**src/hdl/meter_cmd_defines.svh**
```systemverilog
// Purpose: constants of the meter command block
// Assumes: included by bare name; addresses are byte offsets
// Notes: function codes double as reply mnemonics
`ifndef METER_CMD_DEFINES_SVH
`define METER_CMD_DEFINES_SVH

`define REG_CMD 8'h00
`define REG_ARG 8'h04
`define REG_REPLY 8'h08
`define REG_STATE 8'h0C
`define REG_IRQ_STAT 8'h10
`define REG_IRQ_MASK 8'h14

`define RESP_OKAY 2'h0
`define RESP_SLVERR 2'h2

`define FN_NONE 4'h0
`define FN_AC_CUR 4'h1
`define FN_ACDC_CUR 4'h2
`define FN_DC_CUR 4'h3
`define FN_CONT 4'h4
`define FN_DIODE 4'h5
`define FN_FREQUENCY 4'h6
`define FN_RES 4'h7
`define FN_AC_VOLT 4'h8
`define FN_ACDC_VOLT 4'h9
`define FN_DC_VOLT 4'hA
`define PRI_FUNC_RST `FN_DC_VOLT

`define CMD_PRI_FIRST 5'h01
`define CMD_PRI_LAST 5'h0A
`define CMD_SRE_SET 5'h0B
`define CMD_SRE_QUERY 5'h0C
`define CMD_STB_QUERY 5'h0D
`define CMD_TRIGGER 5'h0E
`define CMD_SELF_TEST 5'h0F
`define CMD_SEC_CLEAR 5'h10
`define CMD_WAIT 5'h1B
`define CMD_PRI_QUERY 5'h1C
`define CMD_SEC_QUERY 5'h1D
`define CMD_WIRE_TWO 5'h1E
`define CMD_WIRE_FOUR 5'h1F
`define SEC_FLAG_BIT 4

`define SRE_UNUSED_MASK 8'hBF
`define ARG_HIGH_ZERO 24'h000000
`define SELF_TEST_RESULT 8'h00

`define IRQ_N 3
`define IRQ_EXEC_ERR 0
`define IRQ_REPLY 1
`define IRQ_TRIGGER 2

`endif

```
**src/hdl/meter_cmd_pkg.sv**
```systemverilog
// Purpose: shared types of the meter command block
// Assumes: nothing
// Notes: codes themselves live in the defines header
package meter_cmd_pkg;
    typedef logic [3:0] func_code_t;
    typedef logic [4:0] cmd_code_t;
    typedef enum logic {REPLY_INTEGER, REPLY_MNEMONIC} reply_kind_t;
endpackage

```
**src/hdl/meter_cmd_core.sv**
```systemverilog
// Purpose: command executor for status and function commands of a meter
// Assumes: commands arrive as register writes; status bits 0..5 come from outside
// Notes: one command executes in the cycle after its write is committed
`timescale 1ns/100ps
`include "meter_cmd_defines.svh"

// What this block does
// enable command loads register from 0..255
// bit 6 of enable value is dropped
// out-of-range enable value raises execution error
// enable query returns register, bit 6 zero
// status query returns byte with summary bit 6
// replies other than function queries are integers mirroring register bits
// trigger command starts one measurement
// self test answers zero; wait does nothing
// primary query returns primary function code
// secondary query returns code or raises error
// wire count selectable only in resistance
// AC plus DC primary refuses secondary selection
// secondary clear removes secondary measurement
// six functions selectable on both displays
// AC+DC, continuity, diode are primary only
// summary bit is OR of enabled status bits
// service request set, shown on poll, cleared
module meter_cmd_core
    import meter_cmd_pkg::*;
(
    input wire logic sys_clk,
    input wire logic rst,
    input wire logic [7:0] s_axi_awaddr,
    input wire logic s_axi_awvalid,
    output logic s_axi_awready,
    input wire logic [31:0] s_axi_wdata,
    input wire logic [3:0] s_axi_wstrb,
    input wire logic s_axi_wvalid,
    output logic s_axi_wready,
    output logic [1:0] s_axi_bresp,
    output logic s_axi_bvalid,
    input wire logic s_axi_bready,
    input wire logic [7:0] s_axi_araddr,
    input wire logic s_axi_arvalid,
    output logic s_axi_arready,
    output logic [31:0] s_axi_rdata,
    output logic [1:0] s_axi_rresp,
    output logic s_axi_rvalid,
    input wire logic s_axi_rready,
    input wire logic [5:0] status_src,
    input wire logic front_service_req,
    input wire logic serial_poll,
    output logic [7:0] poll_byte,
    output logic poll_valid,
    output logic meas_trigger,
    output logic irq
);
    wire logic wr_pulse;
    wire logic [7:0] wr_addr;
    wire logic [31:0] wr_data;
    wire logic [3:0] wr_strb;
    wire logic [7:0] rd_addr;
    logic [31:0] rd_data;
    wire logic [`IRQ_N-1:0] irq_stat;
    wire logic [`IRQ_N-1:0] irq_mask;

    logic cmd_go_r;
    cmd_code_t cmd_r;
    logic [31:0] arg_r;
    logic [7:0] sre_r;
    func_code_t prim_func_r;
    func_code_t sec_func_r;
    logic four_wire_select_r;
    logic [7:0] reply_val_r;
    reply_kind_t reply_kind_r;
    logic rqs_r;
    logic mss_q_r;
    logic [7:0] poll_byte_r;
    logic poll_valid_r;
    logic trig_r;

    // register write decode
    wire logic wsel_cmd = wr_addr == `REG_CMD;
    wire logic wsel_arg = wr_addr == `REG_ARG;
    wire logic wsel_stat = wr_addr == `REG_IRQ_STAT;
    wire logic wsel_mask = wr_addr == `REG_IRQ_MASK;
    wire logic wr_ok = wsel_cmd | wsel_arg | wsel_stat | wsel_mask;
    wire logic cmd_wr = wr_pulse & wsel_cmd & wr_strb[0];

    // register read decode
    wire logic rsel_cmd = rd_addr == `REG_CMD;
    wire logic rsel_arg = rd_addr == `REG_ARG;
    wire logic rsel_reply = rd_addr == `REG_REPLY;
    wire logic rsel_state = rd_addr == `REG_STATE;
    wire logic rsel_stat = rd_addr == `REG_IRQ_STAT;
    wire logic rsel_mask = rd_addr == `REG_IRQ_MASK;
    wire logic rd_ok = rsel_cmd | rsel_arg | rsel_reply | rsel_state | rsel_stat | rsel_mask;

    // command decode
    wire func_code_t cmd_fn = cmd_r[3:0];
    wire logic is_pri_sel = (cmd_r >= `CMD_PRI_FIRST) && (cmd_r <= `CMD_PRI_LAST);
    // only six functions have a secondary form
    wire logic sec_fn_legal = (cmd_fn == `FN_AC_CUR) || (cmd_fn == `FN_DC_CUR)
        || (cmd_fn == `FN_FREQUENCY) || (cmd_fn == `FN_RES)
        || (cmd_fn == `FN_AC_VOLT) || (cmd_fn == `FN_DC_VOLT);
    wire logic is_sec_sel = cmd_r[`SEC_FLAG_BIT] & sec_fn_legal;
    wire logic is_sec_clr = cmd_r == `CMD_SEC_CLEAR;
    wire logic is_sre_set = cmd_r == `CMD_SRE_SET;
    wire logic is_sre_q = cmd_r == `CMD_SRE_QUERY;
    wire logic is_stb_q = cmd_r == `CMD_STB_QUERY;
    wire logic is_trg = cmd_r == `CMD_TRIGGER;
    wire logic is_tst = cmd_r == `CMD_SELF_TEST;
    wire logic is_wait = cmd_r == `CMD_WAIT;
    wire logic is_pri_q = cmd_r == `CMD_PRI_QUERY;
    wire logic is_sec_q = cmd_r == `CMD_SEC_QUERY;
    wire logic is_wire_two = cmd_r == `CMD_WIRE_TWO;
    wire logic is_wire_four = cmd_r == `CMD_WIRE_FOUR;
    wire logic is_wire = is_wire_two | is_wire_four;
    wire logic known = is_pri_sel | is_sec_sel | is_sec_clr | is_sre_set | is_sre_q
        | is_stb_q | is_trg | is_tst | is_wait | is_pri_q | is_sec_q | is_wire;

    wire logic pri_acdc = (prim_func_r == `FN_ACDC_CUR) || (prim_func_r == `FN_ACDC_VOLT);
    wire logic new_acdc = (cmd_fn == `FN_ACDC_CUR) || (cmd_fn == `FN_ACDC_VOLT);
    wire logic arg_ok = arg_r[31:8] == `ARG_HIGH_ZERO;
    wire logic sec_idle = sec_func_r == `FN_NONE;

    // any refusal leaves every command-driven register untouched and only raises the execution error flag
    wire logic refuse = ~known
        | (is_sre_set & ~arg_ok)
        | (is_sec_sel & pri_acdc)
        | (is_sec_q & sec_idle)
        | (is_wire & (prim_func_r != `FN_RES));
    wire logic exec_err = cmd_go_r & refuse;
    wire logic exec_ok = cmd_go_r & ~refuse;

    // status byte: bit 7 unused, bit 6 summary
    wire logic mss_w = |(status_src & sre_r[5:0]);
    wire logic [7:0] stb_w = {1'b0, mss_w, status_src};

    // next state of the command-driven registers
    wire logic [7:0] sre_nxt = (exec_ok & is_sre_set) ? (arg_r[7:0] & `SRE_UNUSED_MASK) : sre_r;
    wire func_code_t prim_nxt = (exec_ok & is_pri_sel) ? cmd_fn : prim_func_r;
    // AC plus DC cannot coexist with a secondary reading, so drop it
    wire logic sec_drop = is_sec_clr | (is_pri_sel & new_acdc);
    wire func_code_t sec_nxt = ~exec_ok ? sec_func_r
        : is_sec_sel ? cmd_fn
        : sec_drop ? `FN_NONE : sec_func_r;
    wire logic four_wire_select_nxt = (exec_ok & is_wire) ? is_wire_four : four_wire_select_r;

    // replies are plain binary; function query replies are marked as mnemonics, the others as integers
    wire logic reply_ev = exec_ok & (is_sre_q | is_stb_q | is_tst | is_pri_q | is_sec_q);
    wire logic reply_mnem = is_pri_q | is_sec_q;
    wire logic [7:0] reply_nxt = is_sre_q ? (sre_r & `SRE_UNUSED_MASK)
        : is_stb_q ? stb_w
        : is_pri_q ? {4'h0, prim_func_r}
        : is_sec_q ? {4'h0, sec_func_r}
        : `SELF_TEST_RESULT;

    // a new request raises the flag; held summary does not re-arm it after a poll
    wire logic rqs_set = front_service_req | (mss_w & ~mss_q_r);
    wire logic rqs_nxt = rqs_set | (rqs_r & ~serial_poll);

    wire logic [`IRQ_N-1:0] ev_set = {exec_ok & is_trg, reply_ev, exec_err};
    wire logic [31:0] state_w = {stb_w, sre_r, 5'h00, rqs_r, mss_w, four_wire_select_r, sec_func_r, prim_func_r};

    logic [31:0] arg_nxt;
    genvar gb;
    for (gb = 0; gb < 4; gb++) begin : g_arg_lane
        assign arg_nxt[gb*8 +: 8] = (wr_pulse & wsel_arg & wr_strb[gb]) ? wr_data[gb*8 +: 8] : arg_r[gb*8 +: 8];
    end

    assign rd_data = rsel_cmd ? {27'h0000000, cmd_r}
        : rsel_arg ? arg_r
        : rsel_reply ? {23'h000000, reply_kind_r, reply_val_r}
        : rsel_state ? state_w
        : rsel_stat ? {29'h00000000, irq_stat}
        : rsel_mask ? {29'h00000000, irq_mask}
        : 32'h00000000;

    assign poll_byte = poll_byte_r;
    assign poll_valid = poll_valid_r;
    assign meas_trigger = trig_r;

    axil_port u_port (
        .sys_clk(sys_clk),
        .rst(rst),
        .s_axi_awaddr(s_axi_awaddr),
        .s_axi_awvalid(s_axi_awvalid),
        .s_axi_awready(s_axi_awready),
        .s_axi_wdata(s_axi_wdata),
        .s_axi_wstrb(s_axi_wstrb),
        .s_axi_wvalid(s_axi_wvalid),
        .s_axi_wready(s_axi_wready),
        .s_axi_bresp(s_axi_bresp),
        .s_axi_bvalid(s_axi_bvalid),
        .s_axi_bready(s_axi_bready),
        .s_axi_araddr(s_axi_araddr),
        .s_axi_arvalid(s_axi_arvalid),
        .s_axi_arready(s_axi_arready),
        .s_axi_rdata(s_axi_rdata),
        .s_axi_rresp(s_axi_rresp),
        .s_axi_rvalid(s_axi_rvalid),
        .s_axi_rready(s_axi_rready),
        .wr_pulse(wr_pulse),
        .wr_addr(wr_addr),
        .wr_data(wr_data),
        .wr_strb(wr_strb),
        .wr_ok(wr_ok),
        .rd_addr(rd_addr),
        .rd_data(rd_data),
        .rd_ok(rd_ok)
    );

    event_flags #(.N(`IRQ_N)) u_flags (
        .sys_clk(sys_clk),
        .rst(rst),
        .set_ev(ev_set),
        .clr_we(wr_pulse & wsel_stat & wr_strb[0]),
        .clr_bits(wr_data[`IRQ_N-1:0]),
        .mask_we(wr_pulse & wsel_mask & wr_strb[0]),
        .mask_bits(wr_data[`IRQ_N-1:0]),
        .status_r(irq_stat),
        .mask_r(irq_mask),
        .irq_r(irq)
    );

    always_ff @(posedge sys_clk) begin
        if (rst) begin
            cmd_go_r <= 1'b0;
            cmd_r <= 5'h00;
            arg_r <= 32'h00000000;
        end else begin
            cmd_go_r <= cmd_wr;
            if (cmd_wr) begin
                cmd_r <= wr_data[4:0];
            end
            arg_r <= arg_nxt;
        end
    end

    always_ff @(posedge sys_clk) begin
        if (rst) begin
            sre_r <= 8'h00;
            prim_func_r <= `PRI_FUNC_RST;
            sec_func_r <= `FN_NONE;
            four_wire_select_r <= 1'b0;
            trig_r <= 1'b0;
        end else begin
            sre_r <= sre_nxt;
            prim_func_r <= prim_nxt;
            sec_func_r <= sec_nxt;
            four_wire_select_r <= four_wire_select_nxt;
            trig_r <= exec_ok & is_trg;
        end
    end

    always_ff @(posedge sys_clk) begin
        if (rst) begin
            reply_val_r <= 8'h00;
            reply_kind_r <= REPLY_INTEGER;
        end else if (reply_ev) begin
            reply_val_r <= reply_nxt;
            reply_kind_r <= reply_mnem ? REPLY_MNEMONIC : REPLY_INTEGER;
        end
    end

    always_ff @(posedge sys_clk) begin
        if (rst) begin
            rqs_r <= 1'b0;
            mss_q_r <= 1'b0;
            poll_byte_r <= 8'h00;
            poll_valid_r <= 1'b0;
        end else begin
            rqs_r <= rqs_nxt;
            mss_q_r <= mss_w;
            poll_valid_r <= serial_poll;
            if (serial_poll) begin
                poll_byte_r <= {1'b0, rqs_r, status_src};
            end
        end
    end
endmodule

```
**src/hdl/axil_port.sv**
```systemverilog
// Purpose: AXI4-Lite slave handshake, one write and one read at a time
// Assumes: core decodes addresses and supplies read data
// Notes: read data is sampled when the address is taken
`timescale 1ns/100ps
`include "meter_cmd_defines.svh"

module axil_port (
    input wire logic sys_clk,
    input wire logic rst,
    input wire logic [7:0] s_axi_awaddr,
    input wire logic s_axi_awvalid,
    output logic s_axi_awready,
    input wire logic [31:0] s_axi_wdata,
    input wire logic [3:0] s_axi_wstrb,
    input wire logic s_axi_wvalid,
    output logic s_axi_wready,
    output logic [1:0] s_axi_bresp,
    output logic s_axi_bvalid,
    input wire logic s_axi_bready,
    input wire logic [7:0] s_axi_araddr,
    input wire logic s_axi_arvalid,
    output logic s_axi_arready,
    output logic [31:0] s_axi_rdata,
    output logic [1:0] s_axi_rresp,
    output logic s_axi_rvalid,
    input wire logic s_axi_rready,
    output logic wr_pulse,
    output logic [7:0] wr_addr,
    output logic [31:0] wr_data,
    output logic [3:0] wr_strb,
    input wire logic wr_ok,
    output logic [7:0] rd_addr,
    input wire logic [31:0] rd_data,
    input wire logic rd_ok
);
    logic awready_r, wready_r, bvalid_r, arready_r, rvalid_r;
    logic [1:0] bresp_r, rresp_r;
    logic [7:0] waddr_r;
    logic [31:0] wdata_r, rdata_r;
    logic [3:0] wstrb_r;

    wire logic aw_take = s_axi_awvalid & awready_r;
    wire logic w_take = s_axi_wvalid & wready_r;
    wire logic ar_take = s_axi_arvalid & arready_r;

    // both halves held and no response pending: commit once
    assign wr_pulse = ~awready_r & ~wready_r & ~bvalid_r;
    assign wr_addr = waddr_r;
    assign wr_data = wdata_r;
    assign wr_strb = wstrb_r;
    assign rd_addr = s_axi_araddr;
    assign s_axi_awready = awready_r;
    assign s_axi_wready = wready_r;
    assign s_axi_bvalid = bvalid_r;
    assign s_axi_bresp = bresp_r;
    assign s_axi_arready = arready_r;
    assign s_axi_rvalid = rvalid_r;
    assign s_axi_rdata = rdata_r;
    assign s_axi_rresp = rresp_r;

    always_ff @(posedge sys_clk) begin
        if (rst) begin
            awready_r <= 1'b1;
            wready_r <= 1'b1;
            bvalid_r <= 1'b0;
            bresp_r <= `RESP_OKAY;
            waddr_r <= 8'h00;
            wdata_r <= 32'h00000000;
            wstrb_r <= 4'h0;
        end else begin
            if (aw_take) begin
                awready_r <= 1'b0;
                waddr_r <= s_axi_awaddr;
            end
            if (w_take) begin
                wready_r <= 1'b0;
                wdata_r <= s_axi_wdata;
                wstrb_r <= s_axi_wstrb;
            end
            if (wr_pulse) begin
                bvalid_r <= 1'b1;
                bresp_r <= wr_ok ? `RESP_OKAY : `RESP_SLVERR;
            end else if (bvalid_r && s_axi_bready) begin
                bvalid_r <= 1'b0;
                awready_r <= 1'b1;
                wready_r <= 1'b1;
            end
        end
    end

    always_ff @(posedge sys_clk) begin
        if (rst) begin
            arready_r <= 1'b1;
            rvalid_r <= 1'b0;
            rdata_r <= 32'h00000000;
            rresp_r <= `RESP_OKAY;
        end else if (ar_take) begin
            arready_r <= 1'b0;
            rvalid_r <= 1'b1;
            rdata_r <= rd_ok ? rd_data : 32'h00000000;
            rresp_r <= rd_ok ? `RESP_OKAY : `RESP_SLVERR;
        end else if (rvalid_r && s_axi_rready) begin
            rvalid_r <= 1'b0;
            arready_r <= 1'b1;
        end
    end
endmodule

```
**src/hdl/event_flags.sv**
```systemverilog
// Purpose: sticky event bits, mask and one level interrupt
// Assumes: set_ev are one-cycle pulses
// Notes: a set in the clearing cycle survives the clear
`timescale 1ns/100ps

module event_flags #(
    parameter int N = 3
) (
    input wire logic sys_clk,
    input wire logic rst,
    input wire logic [N-1:0] set_ev,
    input wire logic clr_we,
    input wire logic [N-1:0] clr_bits,
    input wire logic mask_we,
    input wire logic [N-1:0] mask_bits,
    output logic [N-1:0] status_r,
    output logic [N-1:0] mask_r,
    output logic irq_r
);
    wire logic [N-1:0] clr_eff = clr_we ? clr_bits : {N{1'b0}};
    wire logic [N-1:0] status_nxt = set_ev | (status_r & ~clr_eff);
    wire logic [N-1:0] mask_nxt = mask_we ? mask_bits : mask_r;

    always_ff @(posedge sys_clk) begin
        if (rst) begin
            status_r <= {N{1'b0}};
            mask_r <= {N{1'b0}};
            irq_r <= 1'b0;
        end else begin
            status_r <= status_nxt;
            mask_r <= mask_nxt;
            irq_r <= |(status_nxt & mask_nxt);
        end
    end
endmodule

```
**config.mk**
```make
export PLATFORM = sky130hd
export DESIGN_NAME = meter_cmd_core
export DESIGN_NICKNAME = d
export VERILOG_FILES = /design/src/hdl/meter_cmd_pkg.sv /design/src/hdl/meter_cmd_core.sv /design/src/hdl/axil_port.sv /design/src/hdl/event_flags.sv
export VERILOG_INCLUDE_DIRS = /design/src /design/src/hdl
export SDC_FILE = /design/constraint.sdc
export NUM_CORES = 1
export LEC_CHECK = 0
export BUFFER_PORTS_ARGS = -buffer_cell sky130_fd_sc_hd__clkbuf_2
export CORE_MARGIN = 2
export CORE_UTILIZATION = 23
export CTS_CLUSTER_SIZE = 28
export DETAILED_ROUTE_END_ITERATION = 10
export SETUP_SLACK_MARGIN = 0.4
export SLEW_MARGIN = 5
export SYNTH_ARGS = -nofsm -noshare
export SYNTH_HDL_FRONTEND = slang
export SYNTH_SLANG_ARGS = --single-unit
```
**constraint.sdc**
```tcl
create_clock -name sys_clk -period 2.5 [get_ports sys_clk]
set_input_delay 0.25 -clock sys_clk [delete_from_list [all_inputs] [get_ports sys_clk]]
set_output_delay 0.25 -clock sys_clk [all_outputs]
set_load 0.05 [all_outputs]
```
Yosys cells after proc, flatten, opt, wreduce, memory -nomap -nowiden
Cells that the tools add are included.
{ "word_totals": {"wordCells": 189, "regBits": 166, "output_inout_bits": 52, "inputBits": 67} }
{ "op_classes": {"reduce_logical": 20, "bitwise": 76, "n_mux": 30, "n_eq_ne": 30, "magnitude_cmp": 2} }
{ "op_table": {"columns": ["cell", "count"], "rows": [
  ["$mux 32", 3],
  ["$mux 31", 2],
  ["$eq 8x5->1 const B", 4],
  ["$or 1x1->1", 32],
  ["$and 1x1->1", 31],
  ["$eq 5x5->1 const B", 6],
  ["$eq 5x4->1 const B", 5],
  ["$logic_not 24->1", 1],
  ["$eq 4x4->1 const B", 4],
  ["$eq 8x3->1 const B", 2],
  ["$eq 8x4->1 const B", 2],
  ["$logic_not 8->1", 2],
  ["$mux 4", 4],
  ["$mux 1", 13],
  ["$eq 4x2->1 const B", 3],
  ["$mux 3", 4],
  ["$eq 4x3->1 const B", 2],
  ["$mux 8", 1],
  ["$not 1->1", 8],
  ["$logic_or 1x1->1", 7],
  ["$mux 7", 1],
  ["$and 3x3->3", 2],
  ["$and 6x6->6", 1],
  ["$reduce_bool 2->1", 3],
  ["12 further kinds", 15]
]} }

Longest topological paths before layout
{ "logic_depth": {"depth_word": 29, "depth_mapped": 8, "ltp_nobuf": 6} }

Hierarchy
A second synthesis with hierarchy kept.
{ "unflattened": {"cells_unflattened": 866, "hier_area_um2": 7723.7} }
{ "modules_own_cells": {"columns": ["module", "cells_per_inst", "area_each_um2", "instances", "seq_area_each_um2"], "rows": [
  ["meter_cmd_core", 452, 3824.9, 1, 1481.4],
  ["axil_port", 389, 3637.2, 1, 1661.6],
  ["event_flags", 25, 261.5, 1, 140.1]
]} }

Worst setup path after synthesis
No wires, ideal clock.
{ "synth_path": {"kind": "register to register", "start": "reg u_port.arready_r, in the netlist u_port.s_axi_arready", "end": "reg u_port.rdata_r[10], in the netlist u_port.s_axi_rdata[10]", "setup_ns": 0.066, "n_path_buf": 2, "t_required_ns": 2.434, "arrival_time_ns": 1.936, "slack_ns": 0.498, "path_stages_with_launch": 8, "period_less_slack_ns": 2.002, "path_cell_list": "dfxtp_1 and2_1 clkbuf_1 nand2_1 nor4_1 clkbuf_1 a222oi_1 nor2_1"} }
{ "synth_via": {"elab_chain_cells": 1} }
{ "synth_lines": {"columns": ["item", "line", "text"], "rows": [
  ["start, declared", "axil_port.sv:36", "logic awready_r, wready_r, bvalid_r, arready_r, rvalid_r;"],
  ["start signal, assigned", "axil_port.sv:93", "arready_r <= 1'b1;"],
  ["start signal, assigned", "axil_port.sv:98", "arready_r <= 1'b0;"],
  ["start signal, assigned", "axil_port.sv:104", "arready_r <= 1'b1;"],
  ["$and 1x1->1", "axil_port.sv:44", "wire logic ar_take = s_axi_arvalid & arready_r;"],
  ["end signal, assigned", "axil_port.sv:100", "rdata_r <= rd_ok ? rd_data : 32'h00000000;"],
  ["end, declared", "axil_port.sv:39", "logic [31:0] wdata_r, rdata_r;"]
]} }
Every way passes these cells.
A chain may end at the register's enable or synchronous reset.

Worst setup path after layout
{ "layout_path": {"start": "reg prim_func_r[0]", "end": "reg reply_kind_r"} }
{ "layout_via": {"elab_chain_cells": 9, "elab_cells_between_ends": 12, "cone_classes": "eq/ne: 3; bitwise: 8; reduce/logical: 1"} }
{ "layout_lines": {"columns": ["item", "line", "text"], "rows": [
  ["start, declared", "meter_cmd_core.sv:68", "func_code_t prim_func_r;"],
  ["start signal, assigned", "meter_cmd_core.sv:241", "prim_func_r <= `PRI_FUNC_RST;"],
  ["start signal, assigned", "meter_cmd_core.sv:247", "prim_func_r <= prim_nxt;"],
  ["$eq 4x2->1 (no line) / $eq 4x4->1 (equally long branches)", null, null],
  ["$logic_or 1x1->1", "meter_cmd_core.sv:119", "wire logic pri_acdc = (prim_func_r == `FN_ACDC_CUR) || (prim_func_r == `FN_ACDC_VOLT);"],
  ["$and 1x1->1", "meter_cmd_core.sv:127", "| (is_sec_sel & pri_acdc)"],
  ["$or 1x1->1", "meter_cmd_core.sv:127", null],
  ["$or 1x1->1", "meter_cmd_core.sv:128", "| (is_sec_q & sec_idle)"],
  ["$or 1x1->1 (*)", "meter_cmd_core.sv:125", "wire logic refuse = ~known"],
  ["$not 1->1 (*)", "meter_cmd_core.sv:131", "wire logic exec_ok = cmd_go_r & ~refuse;"],
  ["$and 1x1->1 (*)", "meter_cmd_core.sv:131", null],
  ["$and 1x1->1 (*)", "meter_cmd_core.sv:148", "wire logic reply_ev = exec_ok & (is_sre_q | is_stb_q | is_tst | is_pri_q | is_sec_q);"],
  ["end signal, assigned", "meter_cmd_core.sv:260", "reply_kind_r <= reply_mnem ? REPLY_MNEMONIC : REPLY_INTEGER;"],
  ["end, declared", "meter_cmd_core.sv:72", "reply_kind_t reply_kind_r;"]
]} }
Every way passes the cells marked *; elsewhere a longest branch is shown, timed or not.

==> flow_summary.yaml <==
global_routing:
  first_global_vias: 5736
  grt-ovfl-total: 0
  pin_count_of_the_biggest_net_entering_global_routing: 100
  grt_pass1_wl_mm: 32.1
  grt_usage_pct: 13.4
  grt_antenna_before_repair: 0
floorplanning:
  design.core.area_um2: 28800
  boundaryPins: 119
  die_height_um: 175
  floorplan.die_area_um2: 30800
  starting_density_of_the_core_pct: 23.5
  fp.dieW_um: 175
  rows: 62
clock_tree:
  clkTransAtPathRegs_ns: 0.08
  numClockSinks: 164
  clock_insertion_delay_worst_skew_ns: 0.43
  cts_hold_repair.buffers: 0
  cts_tree: "done"
  cts_buffers: 17
  cts-root-buf: "sky130_fd_sc_hd__clkbuf_16"
  number_of_levels_the_h_tree_was_split_into: 4
  clk_path_buf_depth: 2
timing:
  grt_setup_unrepaired: "yes"
  slew-limit-headroom_pct: 36.1
  report.final.hold_viol_count: 0
  setup-tns-final_ns: 0
  timing.final.ws_setup_ns: 0.466
  maxClockFrequency_mhz: 492
  post_route_clock_period_utilization_pct: 81.3
  finalSetupViolCount: 0
  fin_skew_ns: 0.0180
  worst_pin_slew_ns: 0.955
  post-route-min-period_ns: 2.03
  slew_viol_final: 0
synth:
  proportion_of_synthesized_chip_area_in_sequential_cells_pct: 48.6
  synth-async-reset-ratio_pct: 0
  avgSynthCellArea_um2: 8.34
  synth_xor_area_share_pct: 0.389
  synth_enable_flop_cells: 0
  yosys_warnings: 0
  synthAdderAreaFrac_pct: 0
  synthesis.instances: 810
  synth_top_cell_area_share_pct: 48.6
  synth.ff_latch_count: 164
  compound_gate_fraction_of_synth_area_pct: 17.1
  syn_area_um2: 6760
  dominant_combinational_cell_family_by_area_after_synthesis: "simple AND/OR/NAND/NOR gates"
  post-synth-top-area-cell: "sky130_fd_sc_hd__dfxtp_1"
  number_of_unique_standard_cell_types_used_by_synthesis: 57
  yosys.area_share.simple_pct: 23.1
  post_synth_mux_area_share_pct: 6.30
  synth_ff_type: "sky130_fd_sc_hd__dfxtp_1"
  synth_area_leaders: "sky130_fd_sc_hd__dfxtp_1 (49%), sky130_fd_sc_hd__nand2_1 (11%), sky130_fd_sc_hd__a21oi_1 (7.0%), sky130_fd_sc_hd__mux2i_1 (5.6%), sky130_fd_sc_hd__nor2_1 (4.1%)"
finish:
  drive_gt1_share_pct: 24.5
  fill_cells: 3076
  area_delta_synth_final_pct: 26.5
  n_antenna_cell: 0
  fin_nets: 989
  layout_commonest_cell: "sky130_fd_sc_hd__nand2_1"
  layout_common_cells: "sky130_fd_sc_hd__nand2_1 (189), sky130_fd_sc_hd__dfxtp_1 (157), sky130_fd_sc_hd__clkbuf_2 (114)"
routing:
  wl_per_cell_um: 15.8
  dr.pass1.iters: 5
  wl_mm: 20.8
  vias: 6126
  detail-route-antenna-nets: 0
  initialDrtViolationCount: 565
  vias_per_cell: 4.64
  post-route-drc-count: 0
setup_path:
  startpoint_type: "flip-flop"
  worstSetupPathType: "flip-flop to flip-flop"
  end_kind: "flip-flop"
  critical_path.max_fanout: 6
  worstPathRequired_ns: 2.82
  cp_data_arrival_time_ns: 2.35
power_and_ir_drop:
  max-vdd-ir-drop_mv: 0.421
  cellLeakagePower_nw: 3.30
  power_density_nw_per_um2: 666
hold_path:
  hold_path_class: "primary input to flip-flop"
placed_design:
  preCtsSetupSlack_ns: 0.217
  detailed_place_hpwl_mm: 15.5
  routability_driven_placement_congestion_ratio: 0.858
  io_buffers: 115
run:
  drv_cap: 0
outcome:
  run_status: "finished clean"
## layer usage
metal / GRT usage, % / vias up / share of wire [%]
li1: - / 3062 / -
met1: 17.8 / 2858 / 46
met2: 21.8 / 178 / 47
met3: 2.38 / 28 / 4.8
met4: 4.51 / 0 / 1.8
met5: 0 / - / 0
## cells in the mapped netlist (2+ instances only)
cell type,number
sky130_fd_sc_hd__a211oi_1,9
sky130_fd_sc_hd__a21boi_0,3
sky130_fd_sc_hd__a21o_1,4
sky130_fd_sc_hd__a21oi_1,94
sky130_fd_sc_hd__a21oi_2,5
sky130_fd_sc_hd__a221oi_1,3
sky130_fd_sc_hd__a222oi_1,14
sky130_fd_sc_hd__a22oi_1,14
sky130_fd_sc_hd__a311oi_1,3
sky130_fd_sc_hd__and2_1,7
sky130_fd_sc_hd__and3_1,4
sky130_fd_sc_hd__and3b_1,2
sky130_fd_sc_hd__buf_1,4
sky130_fd_sc_hd__buf_2,6
sky130_fd_sc_hd__buf_4,9
sky130_fd_sc_hd__clkbuf_1,38
sky130_fd_sc_hd__dfxtp_1,164
sky130_fd_sc_hd__inv_1,12
sky130_fd_sc_hd__mux2_2,2
sky130_fd_sc_hd__mux2i_1,38
sky130_fd_sc_hd__nand2_1,193
sky130_fd_sc_hd__nand2b_1,4
sky130_fd_sc_hd__nand3_1,15
sky130_fd_sc_hd__nand4_1,4
sky130_fd_sc_hd__nor2_1,73
sky130_fd_sc_hd__nor2b_1,8
sky130_fd_sc_hd__nor3_1,5
sky130_fd_sc_hd__nor3b_1,2
sky130_fd_sc_hd__nor4_1,13
sky130_fd_sc_hd__o2111ai_1,2
sky130_fd_sc_hd__o21ai_0,17
sky130_fd_sc_hd__o22ai_1,3
sky130_fd_sc_hd__o32ai_1,3
sky130_fd_sc_hd__or2_2,3
sky130_fd_sc_hd__or3_1,4
sky130_fd_sc_hd__or3b_2,2
sky130_fd_sc_hd__or4_1,3
sky130_fd_sc_hd__xnor2_1,2
## registers in the layout, summed over array words and instances (netlist names), 3 cells and up
register and cells:
cmd_r 5, reply_val_r 8, u_flags.mask_r 3, arg_r 32
u_port.s_axi_rdata 32, sre_r 7, sec_func_r 4, prim_func_r 4
poll_byte 7, u_flags.status_r 3, u_port.wr_strb 4, u_port.wr_addr 8
u_port.wr_data 32
## metrics by stage
stage                     hold WS [ns]  util, %  instance area [µm²]  total power [mW]  std cells
after global placement           0.444     27.1                 7800              3.17       1283
after CTS                      0.00260     29.3                 8420              5.74       1315
after floorplan                  0.350        -                 6760              3.01        812
final                           0.0173     29.7                 8550              5.69       1319
after global routing            0.0226     29.7                 8550              5.89       1319
after detailed placement         0.446     27.1                 7800              3.17       1283
## critical path: stages (launching register included)
cell	delay, ns
sky130_fd_sc_hd__dfxtp_1	0.38
sky130_fd_sc_hd__or3b_2	0.48
sky130_fd_sc_hd__a21oi_1	0.19
sky130_fd_sc_hd__a32oi_2	0.12
sky130_fd_sc_hd__buf_4	0.18
sky130_fd_sc_hd__and2_1	0.17
sky130_fd_sc_hd__and3_1	0.20
sky130_fd_sc_hd__a32o_1	0.20
## repair_timing
| action | in CTS | in global routing |
|---|---|---|
| endpoints found under the hold margin | 0 | 0 |
| cloned | 0 | 1 |
| endpoints found under the setup margin | 47 | 46 |
| buffers inserted | 0 | 3 |
| pin swaps | 0 | 25 |
| resized for setup | 8 | 32 |
## worst paths after layout
path,start,end,slack [ns],cells after the start
setup reg to reg,prim_func_r[0]$_SDFFE_PP0P_,reply_kind_r$_SDFFE_PP0P_,0.47,7
setup / recovery,prim_func_r[0]$_SDFFE_PP0P_,reply_kind_r$_SDFFE_PP0P_,0.47,7
hold reg to reg,u_port.wr_data[27]$_SDFFE_PP0P_,arg_r[27]$_SDFFE_PP0P_,0.46,2
hold / removal,s_axi_wvalid,u_port.s_axi_wready$_SDFF_PP1_,0.02,2
## cell families after synthesis
logic type / Yosys count
and+or+nand+nor: 350
xor gates and xnor gates: 3
buffers and inverters: 69
AOI/OAI and AO/OA: 182
muxes: 41
DFF: 164
other: 1
## where the power goes
part	internal (mW)	total (mW)	switching, mW
clock network	1.34	2.58	1.24
logic	0.125	0.399	0.274
registers	2.67	2.71	0.0437
total	4.13	5.69	1.56
## area by class of cell
type                       instances  area (µm²)  share of cell area (%)
tap                              384         480                    5.62
clock buffer                      17         425                    4.98
clock inverter                    15         159                    1.86
timing repair buffer             147         831                    9.72
sequential                       164        3300                    38.6
multi-input combinational        580        3310                    38.7
inverter                          12        45.0                   0.527
Note: power is estimated with default switching activity, not from simulation.
